$ cat src/hdl/smc_consts.vh
// Constants shared by the static memory cycle controller files.
// Assumes inclusion by bare name from files under hdl/.
`ifndef SMC_CONSTS_VH
`define SMC_CONSTS_VH

// Structure sizes
`define SMC_PORTS          3
`define SMC_CS_COUNT       4
`define SMC_CS_W           2
`define SMC_ADDR_W         24
`define SMC_DATA_W         16
`define SMC_CNT_W          4
`define SMC_AVD_W          2
`define SMC_GAP_W          6
`define SMC_PAGE_BITS      4

// Port indices
`define SMC_PORT_PROC0     2'h0
`define SMC_PORT_PROC1     2'h1
`define SMC_PORT_GRAPHICS  2'h2

// Least settings the cycle engine enforces
`define SMC_MIN_INITIAL    4'h1
`define SMC_MIN_TAIL       4'h1
`define SMC_MIN_PAGE_WAIT  4'h1

// Reset values
`define SMC_RST_CNT        6'h00
`define SMC_RST_ADDR       24'h000000
`define SMC_RST_DATA       16'h0000
`define SMC_RST_CS         2'h0

`endif

$ cat src/hdl/smc_arbiter.v
// Three-port fixed/programmable priority arbiter for the memory cycle engine.
// Assumes requests are levels from logic on the same clock.
`timescale 1ns/1ps
`default_nettype none
`include "smc_consts.vh"

module smc_arbiter
(
  input  wire [2:0] i_request,
  input  wire       i_processor1_first,
  output reg  [2:0] o_grant,
  output reg  [1:0] o_index
);

  // Graphics port only wins when no processor asks
  always @*
  begin
    o_grant = 3'h0;
    o_index = `SMC_PORT_PROC0;
    if (i_processor1_first && i_request[1])
    begin
      o_grant = 3'h2;
      o_index = `SMC_PORT_PROC1;
    end
    else if (i_request[0])
    begin
      o_grant = 3'h1;
      o_index = `SMC_PORT_PROC0;
    end
    else if (i_request[1])
    begin
      o_grant = 3'h2;
      o_index = `SMC_PORT_PROC1;
    end
    else if (i_request[2])
    begin
      o_grant = 3'h4;
      o_index = `SMC_PORT_GRAPHICS;
    end
  end

endmodule
`default_nettype wire

$ cat src/hdl/smc_core.v
// Cycle-timing core of a 16-bit external static memory controller.
// Assumes: masters on i_clock, memory data bus sampled on i_clock,
// stall pin asynchronous.
`timescale 1ns/1ps
`default_nettype none
`include "smc_consts.vh"

module smc_core
#(
  parameter AW = `SMC_ADDR_W,
  parameter DW = `SMC_DATA_W,
  parameter CW = `SMC_CNT_W,
  parameter PB = `SMC_PAGE_BITS
)
(
  input  wire                   i_clock,
  input  wire                   i_reset,
  // Master ports, index 0/1 processors, 2 graphics
  input  wire [2:0]             i_request,
  input  wire [2:0]             i_write,
  input  wire [5:0]             i_chip_select,
  input  wire [3*AW-1:0]        i_address,
  input  wire [3*DW-1:0]        i_write_data,
  output wire [2:0]             o_accept,
  output reg  [2:0]             o_read_valid,
  output reg  [DW-1:0]          o_read_data,
  input  wire                   i_processor1_first,
  // Per chip select configuration, four fields packed low to high
  input  wire [4*CW-1:0]        i_initial_latency_rd,
  input  wire [4*CW-1:0]        i_initial_latency_wr,
  input  wire [4*CW-1:0]        i_access_latency_rd,
  input  wire [4*CW-1:0]        i_access_latency_wr,
  input  wire [4*CW-1:0]        i_write_tail_cycles,
  input  wire [4*CW-1:0]        i_turnaround_cycles,
  input  wire [4*CW-1:0]        i_precharge_cycles,
  input  wire [7:0]             i_addr_valid_idle_cycles,
  input  wire [3:0]             i_addr_valid_idle_level,
  input  wire [3:0]             i_page_read_enable,
  input  wire [3:0]             i_page_write_enable,
  input  wire [3:0]             i_burst_capable,
  input  wire [3:0]             i_burst_read_enable,
  input  wire                   i_pseudo_static_config_request,
  // Memory pins
  output wire [3:0]             o_chip_select_n,
  output wire                   o_output_enable_n,
  output wire                   o_write_enable_n,
  output reg  [AW-1:0]          o_address,
  output reg  [DW-1:0]          o_data_out,
  output wire                   o_data_oe,
  input  wire [DW-1:0]          i_data_in,
  output wire                   o_addr_valid_strobe_n,
  output reg                    o_burst_memory_clock,
  input  wire                   i_memory_stall_in_n,
  output reg                    o_pseudo_static_config_enable,
  output wire                   o_busy
);

  localparam [4:0] ST_IDLE = 5'h01;
  localparam [4:0] ST_GAP  = 5'h02;
  localparam [4:0] ST_INIT = 5'h04;
  localparam [4:0] ST_ACC  = 5'h08;
  localparam [4:0] ST_TAIL = 5'h10;

  reg  [4:0]              state;
  reg  [4:0]              next_state;
  reg  [`SMC_GAP_W-1:0]   cnt;
  reg  [`SMC_GAP_W-1:0]   next_cnt;
  reg  [1:0]              cs;
  reg                     wr;
  reg                     last_valid;
  reg  [1:0]              port;
  reg  [CW-1:0]           cur_init;
  reg  [CW-1:0]           cur_wait;
  reg  [CW-1:0]           cur_tail;
  reg                     avd_first;
  reg                     stall_meta_n;
  reg                     stall_sync_n;

  wire [2:0]              g_one;
  wire [1:0]              g_idx;
  wire                    g_any;

  smc_arbiter u_arbiter
  (
    .i_request          (i_request),
    .i_processor1_first (i_processor1_first),
    .o_grant            (g_one),
    .o_index            (g_idx)
  );

  assign g_any = |g_one;

  // Candidate request fields from the granted port
  wire [1:0]    n_cs   = i_chip_select[{g_idx, 1'b0} +: 2];
  wire          n_wr   = i_write[g_idx];
  wire [AW-1:0] n_addr = i_address[g_idx * AW +: AW];
  wire [DW-1:0] n_data = i_write_data[g_idx * DW +: DW];

  // Settings of the candidate's chip select only
  wire [CW-1:0] n_init = n_wr ? i_initial_latency_wr[n_cs * CW +: CW]
                              : i_initial_latency_rd[n_cs * CW +: CW];
  wire [CW-1:0] n_wait = n_wr ? i_access_latency_wr[n_cs * CW +: CW]
                              : i_access_latency_rd[n_cs * CW +: CW];
  wire [CW-1:0] n_tail = i_write_tail_cycles[n_cs * CW +: CW];
  wire [CW-1:0] n_turn = i_turnaround_cycles[n_cs * CW +: CW];
  wire [CW-1:0] n_pre  = i_precharge_cycles[n_cs * CW +: CW];
  wire [1:0]    n_avd  = i_addr_valid_idle_cycles[{n_cs, 1'b0} +: 2];
  wire          n_page = n_wr ? i_page_write_enable[n_cs]
                              : i_page_read_enable[n_cs];

  // Least settings forced by the engine
  wire [CW-1:0] n_init_eff = (n_init < `SMC_MIN_INITIAL) ? `SMC_MIN_INITIAL : n_init;
  wire [CW-1:0] n_tail_eff = (n_tail < `SMC_MIN_TAIL) ? `SMC_MIN_TAIL : n_tail;
  wire          pg_wr_min  = n_wr && n_page && (n_wait < `SMC_MIN_PAGE_WAIT);
  wire [CW-1:0] n_wait_eff = pg_wr_min ? `SMC_MIN_PAGE_WAIT : n_wait;

  // Relation of the candidate to the previous access
  wire same_cs    = last_valid && (n_cs == cs);
  wire same_page  = (n_addr[AW-1:PB] == o_address[AW-1:PB]);
  wire page_hit   = same_cs && (n_wr == wr) && n_page && same_page;
  wire turn_apply = last_valid && !wr && ((n_cs != cs) || n_wr);
  wire pre_apply  = same_cs && (!n_page || !same_page);
  wire avd_apply  = i_burst_capable[n_cs] && last_valid
                    && ((n_cs != cs) || (n_wr != wr));

  wire [`SMC_GAP_W-1:0] turn_c = turn_apply ? {2'b00, n_turn} : `SMC_RST_CNT;
  wire [`SMC_GAP_W-1:0] pre_c  = pre_apply ? {2'b00, n_pre} : `SMC_RST_CNT;
  wire [`SMC_GAP_W-1:0] avd_c  = avd_apply ? {4'h0, n_avd} : `SMC_RST_CNT;
  wire [`SMC_GAP_W-1:0] gap_c  = turn_c + pre_c + avd_c;

  // Stall is honoured only on burst reads once counters are spent
  wire burst_rd   = i_burst_read_enable[cs] && !wr;
  wire stall_hold = burst_rd && !stall_sync_n;
  wire acc_end    = state[3] && (cnt == `SMC_RST_CNT) && !stall_hold;
  wire tail_end   = state[4] && (cnt == `SMC_RST_CNT);
  wire cont_point = (acc_end && !wr) || tail_end;
  wire take_idle  = state[0] && g_any;
  wire take_cont  = cont_point && g_any && page_hit;
  wire take       = take_idle || take_cont;

  assign o_accept = g_one & {3{take}};

  // Next state and counter
  always @*
  begin
    next_state = state;
    next_cnt   = cnt;
    case (state)
      ST_IDLE:
      begin
        // The idle cycle is the arbitration cycle
        if (g_any)
        begin
          if (gap_c != `SMC_RST_CNT)
          begin
            next_state = ST_GAP;
            next_cnt   = gap_c - 6'h01;
          end
          else
          begin
            next_state = ST_INIT;
            next_cnt   = {2'b00, n_init_eff} - 6'h01;
          end
        end
      end
      ST_GAP:
      begin
        if (cnt == `SMC_RST_CNT)
        begin
          next_state = ST_INIT;
          next_cnt   = {2'b00, cur_init} - 6'h01;
        end
        else
          next_cnt = cnt - 6'h01;
      end
      ST_INIT:
      begin
        if (cnt == `SMC_RST_CNT)
        begin
          next_state = ST_ACC;
          next_cnt   = {2'b00, cur_wait};
        end
        else
          next_cnt = cnt - 6'h01;
      end
      ST_ACC:
      begin
        if (cnt != `SMC_RST_CNT)
          next_cnt = cnt - 6'h01;
        else if (stall_hold)
          next_cnt = cnt;
        else if (wr)
        begin
          next_state = ST_TAIL;
          next_cnt   = {2'b00, cur_tail} - 6'h01;
        end
        else if (take_cont)
        begin
          next_state = ST_ACC;
          next_cnt   = {2'b00, n_wait_eff};
        end
        else
          next_state = ST_IDLE;
      end
      ST_TAIL:
      begin
        if (cnt != `SMC_RST_CNT)
          next_cnt = cnt - 6'h01;
        else if (take_cont)
        begin
          next_state = ST_ACC;
          next_cnt   = {2'b00, n_wait_eff};
        end
        else
          next_state = ST_IDLE;
      end
      default:
      begin
        next_state = ST_IDLE;
        next_cnt   = `SMC_RST_CNT;
      end
    endcase
  end

  // State, counter and accepted request
  always @(posedge i_clock)
  begin
    if (i_reset)
    begin
      state      <= ST_IDLE;
      cnt        <= `SMC_RST_CNT;
      cs         <= `SMC_RST_CS;
      wr         <= 1'b0;
      port       <= `SMC_PORT_PROC0;
      last_valid <= 1'b0;
      cur_init   <= `SMC_MIN_INITIAL;
      cur_wait   <= {CW{1'b0}};
      cur_tail   <= `SMC_MIN_TAIL;
      avd_first  <= 1'b0;
      o_address  <= `SMC_RST_ADDR;
      o_data_out <= `SMC_RST_DATA;
    end
    else
    begin
      state <= next_state;
      cnt   <= next_cnt;
      if (take)
      begin
        cs         <= n_cs;
        wr         <= n_wr;
        port       <= g_idx;
        last_valid <= 1'b1;
        cur_init   <= n_init_eff;
        cur_wait   <= n_wait_eff;
        cur_tail   <= n_tail_eff;
        o_address  <= n_addr;
        o_data_out <= n_data;
      end
      // First cycle of a fresh access carries the address-valid pulse
      avd_first <= (next_state == ST_INIT) && !state[2];
    end
  end

  // Read data capture and per-port completion pulse
  always @(posedge i_clock)
  begin
    if (i_reset)
    begin
      o_read_valid <= 3'h0;
      o_read_data  <= `SMC_RST_DATA;
    end
    else
    begin
      o_read_valid <= 3'h0;
      if (acc_end && !wr)
      begin
        o_read_data  <= i_data_in;
        o_read_valid <= 3'h1 << port;
      end
    end
  end

  // Two-flop synchroniser for the stall pin
  always @(posedge i_clock)
  begin
    if (i_reset)
    begin
      stall_meta_n <= 1'b1;
      stall_sync_n <= 1'b1;
    end
    else
    begin
      stall_meta_n <= i_memory_stall_in_n;
      stall_sync_n <= stall_meta_n;
    end
  end

  // Burst clock divider and pseudo-static configuration pin
  always @(posedge i_clock)
  begin
    if (i_reset)
    begin
      o_burst_memory_clock          <= 1'b0;
      o_pseudo_static_config_enable <= 1'b0;
    end
    else
    begin
      o_burst_memory_clock          <= (|i_burst_read_enable) && !o_burst_memory_clock;
      o_pseudo_static_config_enable <= i_pseudo_static_config_request;
    end
  end

  // Memory strobes; tail keeps the select low with the write strobe high
  wire strobe = state[2] || state[3];
  wire active = strobe || state[4];

  assign o_chip_select_n   = active ? ~(4'h1 << cs) : 4'hF;
  assign o_output_enable_n = !(strobe && !wr);
  assign o_write_enable_n  = !(strobe && wr);
  assign o_data_oe         = strobe && wr;
  assign o_busy            = !state[0];

  // Address-valid: held low in async mode, one pulse in burst mode
  wire avd_level = i_addr_valid_idle_level[cs];
  wire avd_async = i_burst_capable[cs] && !burst_rd && strobe;
  wire avd_burst = i_burst_capable[cs] && burst_rd && avd_first;
  assign o_addr_valid_strobe_n = state[1] ? 1'b1
                               : (avd_async || avd_burst) ? 1'b0
                               : avd_level;

endmodule
`default_nettype wire

$ cat config.mk
export PLATFORM = sky130hd
export DESIGN_NAME = smc_core
export DESIGN_NICKNAME = d
export VERILOG_FILES = /design/src/hdl/smc_arbiter.v /design/src/hdl/smc_core.v
export VERILOG_INCLUDE_DIRS = /design/src /design/src/hdl
export SDC_FILE = /design/constraint.sdc
export NUM_CORES = 1
export LEC_CHECK = 0
export BUFFER_PORTS_ARGS = -buffer_cell sky130_fd_sc_hd__buf_4
export CORE_MARGIN = 2
export CORE_UTILIZATION = 30
export CTS_CLUSTER_DIAMETER = 30
export DETAILED_ROUTE_END_ITERATION = 8
export PLACE_DENSITY = 0.64
export SLEW_MARGIN = 20
export SYNTH_ARGS = -nofsm -noshare
export SYNTH_HDL_FRONTEND = slang
export SYNTH_SLANG_ARGS = --single-unit
export TNS_END_PERCENT = 1
$ cat constraint.sdc
create_clock -name i_clock -period 11.8 [get_ports i_clock]
set_input_delay 1.18 -clock i_clock [delete_from_list [all_inputs] [get_ports i_clock]]
set_output_delay 1.18 -clock i_clock [all_outputs]
set_load 0.005 [all_outputs]
; After elaboration in Yosys (flattened, before gate mapping)
; Index checks and enable logic that the tools add are counted.
[op_classes]
addsub = 7
multipliers = 1
order_cmp = 6
n_eq_ne = 13
shift = 13
mux = 54
bitwise = 3
reduce_logical = 55
[op_table]
columns = operator, count
row1 = $shiftx A16 B5 Y4, 7
row2 = $shiftx A72 B8 Y24, 1
row3 = $mux W6, 9
row4 = $shiftx A48 B7 Y16, 1
row5 = $mux W4, 9
row6 = $mux W5, 7
row7 = $pmux W6 S5, 1
row8 = $logic_and A1 B1 Y1, 29
row9 = $pmux W5 S5, 1
row10 = $eq A20 B20 Y1, 1
row11 = $mux W3, 5
row12 = $sub A4 B1 Y5 const B, 3
row13 = $bmux W1 S2, 7
row14 = $lt A4 B1 Y1 const B, 3
row15 = $reduce_bool A6 Y1, 2
row16 = $sub A6 B1 Y6 const B, 2
row17 = $logic_not A1 Y1, 11
row18 = $eq A5 B3 Y1 const B, 2
row19 = $mux W1, 10
row20 = $mux W2, 5
row21 = $lt A2 B3 Y1 const B, 3
row22 = $logic_or A1 B1 Y1, 8
row23 = $shiftx A8 B4 Y2, 1
row24 = $add A5 B2 Y6, 1
row25 = 23 further kinds, 23
[word_totals]
reg_bits = 93
input_bits = 293

; Logic depth before layout (Yosys ltp)
[logic_depth]
word_depth = 20
depth_mapped = 26
mapped_depth_nobuf = 22

; Modules after synthesis
; A second synthesis with hierarchy kept.
[unflattened]
cells_unflattened = 925
area_unflattened_um2 = 7628.6
[by_module_without_submodules]
columns = mod, n_inst, cells_per_inst, area_each_um2
row1 = smc_core, 1, 919, 7587.3
row2 = smc_arbiter, 1, 6, 41.3

; Worst setup path before layout
; Ideal clock, no wire load.
[synth_timing]
path_kind = input-to-reg
startpoint = input port i_request[1]
endpoint = register cnt[3]
arrival_ns = 5.703
t_required_ns = 11.676
slack_ns = 5.974
cell_stages = 24
cell_sequence = buf_4 -> nor3b_1 -> buf_2 -> nand2_1 -> o31ai_1 -> xor2_1 -> nor4_1 -> nand3_1 -> o311ai_0 -> a211o_1 -> fa_1 -> inv_1 -> ha_1 -> inv_1 -> fa_1 -> nor2_1 -> a21oi_1 -> or3_1 -> clkbuf_1 -> nand2_1 -> o31a_1 -> a41oi_1 -> a221oi_1 -> o21ai_0
[synth_between]
elab_chain_len = 17
[synth_lines]
columns = element, line
row1 = start: declaration, smc_core.v:19  ; input wire [2:0] i_request,
row2 = "parallel branches: the longest is 17 deep, another holds $add A5 B2 Y6", -
row3 = end signal: assignment, smc_core.v:231  ; cnt <= `SMC_RST_CNT;
row4 = end signal: assignment, smc_core.v:246  ; cnt <= next_cnt;
row5 = end: declaration, smc_core.v:66  ; reg [`SMC_GAP_W-1:0] cnt;
; Parallel ways; which one is timed is not known. The select of a mux whose other input is x is not followed.
; A chain may end at the register's enable or synchronous reset.

; Final worst setup path
; Same ends and word-level chain as after synthesis.

==> metrics.txt <==
worst hold path class flip-flop to flip-flop; first-pass GRT wire length 47.2 mm; number of diodes 0; RSZ-0062 raised after global routing no; vias 9316; die span in x 163 um; row count 58; Syn Inst Count 1097; Req. time, crit path 12.08 ns; Logic pwr share 0.508; post-CTS resize count 0; PortBufs 365; Die Height 163 um; WL final 30.5 mm; Setup Skew slightly above 0.01 ns; CORE AREA 25000 sq um; CTS root buf clkbuf_16; Setup violations, final 0; mapped cell area between 7000 and 8000 sq um; initial core utilization 0.304; DRT Pass-1 Iters 5; dpl hpwl 23.1 mm; EDFF count, synth 0; Fmax achieved 0.133 GHz; vias in the first global route 8981; post-route ant nets 0; worst-case vdd ir drop approximately 0.064 mV; Max Root-Sink Buffers 2; routed len/inst approximately 18 um; clock share of power 0.198; Cell Int Power 0.000876 W; Synthesized Nets 1403; Clock Pin Slew Worst Setup and Hold Paths ~0.07 ns; Synthesis Warnings 0; Synth cell types between 70 and 80; Multi-input gate area 5240 sq um; fin crit share 0.635; TritonCTS Sinks 93; CP endpoint kind flip-flop; placed cell count between 1500 and 2000; WHS 0.414 ns; Leakage 4.74 nW; cts hold-fix bufs 0; Rel. slew slack 0.285; Mean Syn Cell Area 6.94 sq um; CTS tree done; FF+latch count, synth 93; CP arrival 7.77 ns; crit path time final between 7 and 8 ns; P_sw approximately 0.00062 W; 1st-iter DRT viols 576; GP Congestion around 0.9; status finished clean; commonest non-fill, non-tap cell in the layout buf_4; IO Count between 300 and 400; die area 26700 sq um; global route overflow 0; Hold Vio Cnt, Final 0; TNS Setup 0 ns; Area growth syn-to-layout 41.0%; DRC violations left 0; initial antenna violation count 0; dominant synthesized flop cell dfxtp_1; worst slew pin tran 1.06 ns; Clk Latency, worst-skew pair 0.35 ns; Sw Share 0.413; PwrDens 139 nW/um^2; most frequent cells in the layout 375 x buf_4, 162 x nand2_1, 153 x a21oi_1; CTS H-tree depth 3; Setup Fix Bufs, Post-CTS 0; crit-path max FO 78; Finished Layout Cells between 1500 and 2000; Max Cap Viol 0; CTS buffer count 9; Filler Cell Count 2631; Final Slew Violations 0; register area 1860 sq um; share of layout cells above drive strength 1 0.302; fraction of registers with async set/reset 0; GRT Total Usage 0.222; Total Nets Final 1694; vias per std cell 5.41; Crit Path Class primary input to flip-flop; largest net degree at the start of global routing 84; CP Launch Type primary input; sequential power share 0.294; post-synthesis sequential area ratio 0.245
==> synth_stat cells (3+ instances only) <==
| cell type | instances | share of area |
|---|---|---|
| a211o_1 | 4 | 0.0046 |
| a211oi_1 | 25 | 0.025 |
| a21o_1 | 7 | 0.0069 |
| a21oi_1 | 153 | 0.10 |
| a221oi_1 | 5 | 0.0058 |
| a22oi_1 | 7 | 0.0069 |
| a31oi_1 | 7 | 0.0058 |
| and2_1 | 17 | 0.014 |
| and3_1 | 13 | 0.011 |
| buf_1 | 4 | 0.0020 |
| buf_2 | 17 | 0.011 |
| buf_4 | 6 | 0.0059 |
| buf_6 | 4 | 0.0059 |
| clkbuf_1 | 65 | 0.032 |
| dfxtp_1 | 93 | 0.24 |
| fa_1 | 3 | 0.0079 |
| ha_1 | 10 | 0.016 |
| inv_1 | 26 | 0.013 |
| mux2_2 | 4 | 0.0059 |
| mux2i_1 | 16 | 0.021 |
| mux4_2 | 3 | 0.0089 |
| nand2_1 | 163 | 0.080 |
| nand2b_1 | 26 | 0.021 |
| nand3_1 | 89 | 0.059 |
| nor2_1 | 62 | 0.031 |
| nor3_1 | 69 | 0.045 |
| nor4_1 | 10 | 0.0082 |
| nor4b_1 | 4 | 0.0046 |
| o211ai_1 | 4 | 0.0039 |
| o21a_1 | 3 | 0.0030 |
| o21ai_0 | 33 | 0.022 |
| o221ai_1 | 22 | 0.025 |
| o31ai_1 | 24 | 0.024 |
| or2_2 | 4 | 0.0033 |
| or3_1 | 5 | 0.0041 |
| xnor2_1 | 11 | 0.013 |
| xor2_1 | 25 | 0.029 |
==> final cells by class <==
| class | count | area share |
|---|---|---|
| Clock buffer | 11 | 0.0226 |
| Multi-Input combinational cell | 882 | 0.488 |
| Tap cell | 330 | 0.0385 |
| Timing Repair Buffer | 376 | 0.264 |
| Sequential cell | 93 | 0.174 |
| Inverter | 26 | 0.00910 |
| Clock inverter | 5 | 0.00466 |
==> registers in the layout (all words and copies together), names as in the netlist, 2 cells and up <==
name / count
port: 2
o_data_out: 16
state: 5
o_read_data: 16
cnt: 6
o_address: 24
cs: 2
o_read_valid: 3
cur_wait: 4
cur_tail: 4
cur_init: 4
==> power by group through the flow <==
stage	Clock, W	Combinational [W]	Sequential [W]
floorplan	0	0.000491	0.000420
global placement	0	0.000744	0.000444
detailed placement	0	0.000751	0.000445
CTS	0.000303	0.000754	0.000438
global route	0.000312	0.000840	0.000447
finish	0.000296	0.000758	0.000439
==> final timing paths <==
| kind | from | to | slack, ns | cells past startpoint |
|---|---|---|---|---|
| min | stall_meta_n | stall_sync_n | 0.41 | 1 |
| max reg2reg | o_address[9] | cnt[3] | 7.06 | 17 |
| max | i_request[1] | cnt[3] | 4.30 | 22 |
| min reg2reg | stall_meta_n | stall_sync_n | 0.41 | 1 |
==> metrics by stage <==
| step | power [W] | worst slack (ns) | util | cell area, sq um |
|---|---|---|---|---|
| 2_1_floorplan | 0.000911 | 5.97 | - | 7610 |
| 3_3_place_gp | 0.00119 | 3.91 | 0.416 | 10400 |
| 3_5_place_dp | 0.00120 | 3.65 | 0.416 | 10400 |
| 4_1_cts | 0.00150 | 4.04 | 0.428 | 10700 |
| 5_1_grt | 0.00160 | 3.84 | 0.429 | 10700 |
| 6_report | 0.00149 | 4.30 | 0.429 | 10700 |
==> critical path, stage by stage <==
cell and delay (ns):
buf_4 0.57, nand2b_1 0.85, a21oi_1 0.29, o32ai_4 0.33, buf_4 0.47, nor2_1 0.15, o21a_1 0.16, nand3b_4 0.18
o311ai_1 0.75, a211o_1 0.20, fa_1 0.41, inv_1 0.07, ha_1 0.16, inv_1 0.05, fa_1 0.46, nor2_1 0.14
a21oi_1 0.10, or3_1 0.46, o31a_1 0.27, a41oi_1 0.19, a221oi_1 0.11, o21ai_0 0.16
==> per-layer routing <==
layer | global-route usage | wire length [um]
met5 | 0 | 0
met4 | 0.0857 | 964
met3 | 0.0434 | 2100
met2 | 0.378 | 15000
met1 | 0.276 | 12400
==> cell families (layout without fill, tap and decap cells) <==
logic type | after synthesis | in the layout | synth area share
buffers and inverters | 122 | 418 | 0.0699
AOI/OAI and AO/OA | 332 | 332 | 0.284
and+or+nand+nor | 478 | 478 | 0.300
adders and majority gates | 13 | 13 | 0.0243
DFF | 93 | 93 | 0.245
muxes | 23 | 23 | 0.0358
xor gates and xnor gates | 36 | 36 | 0.0414
Note: power is estimated with default switching activity, not from simulation.
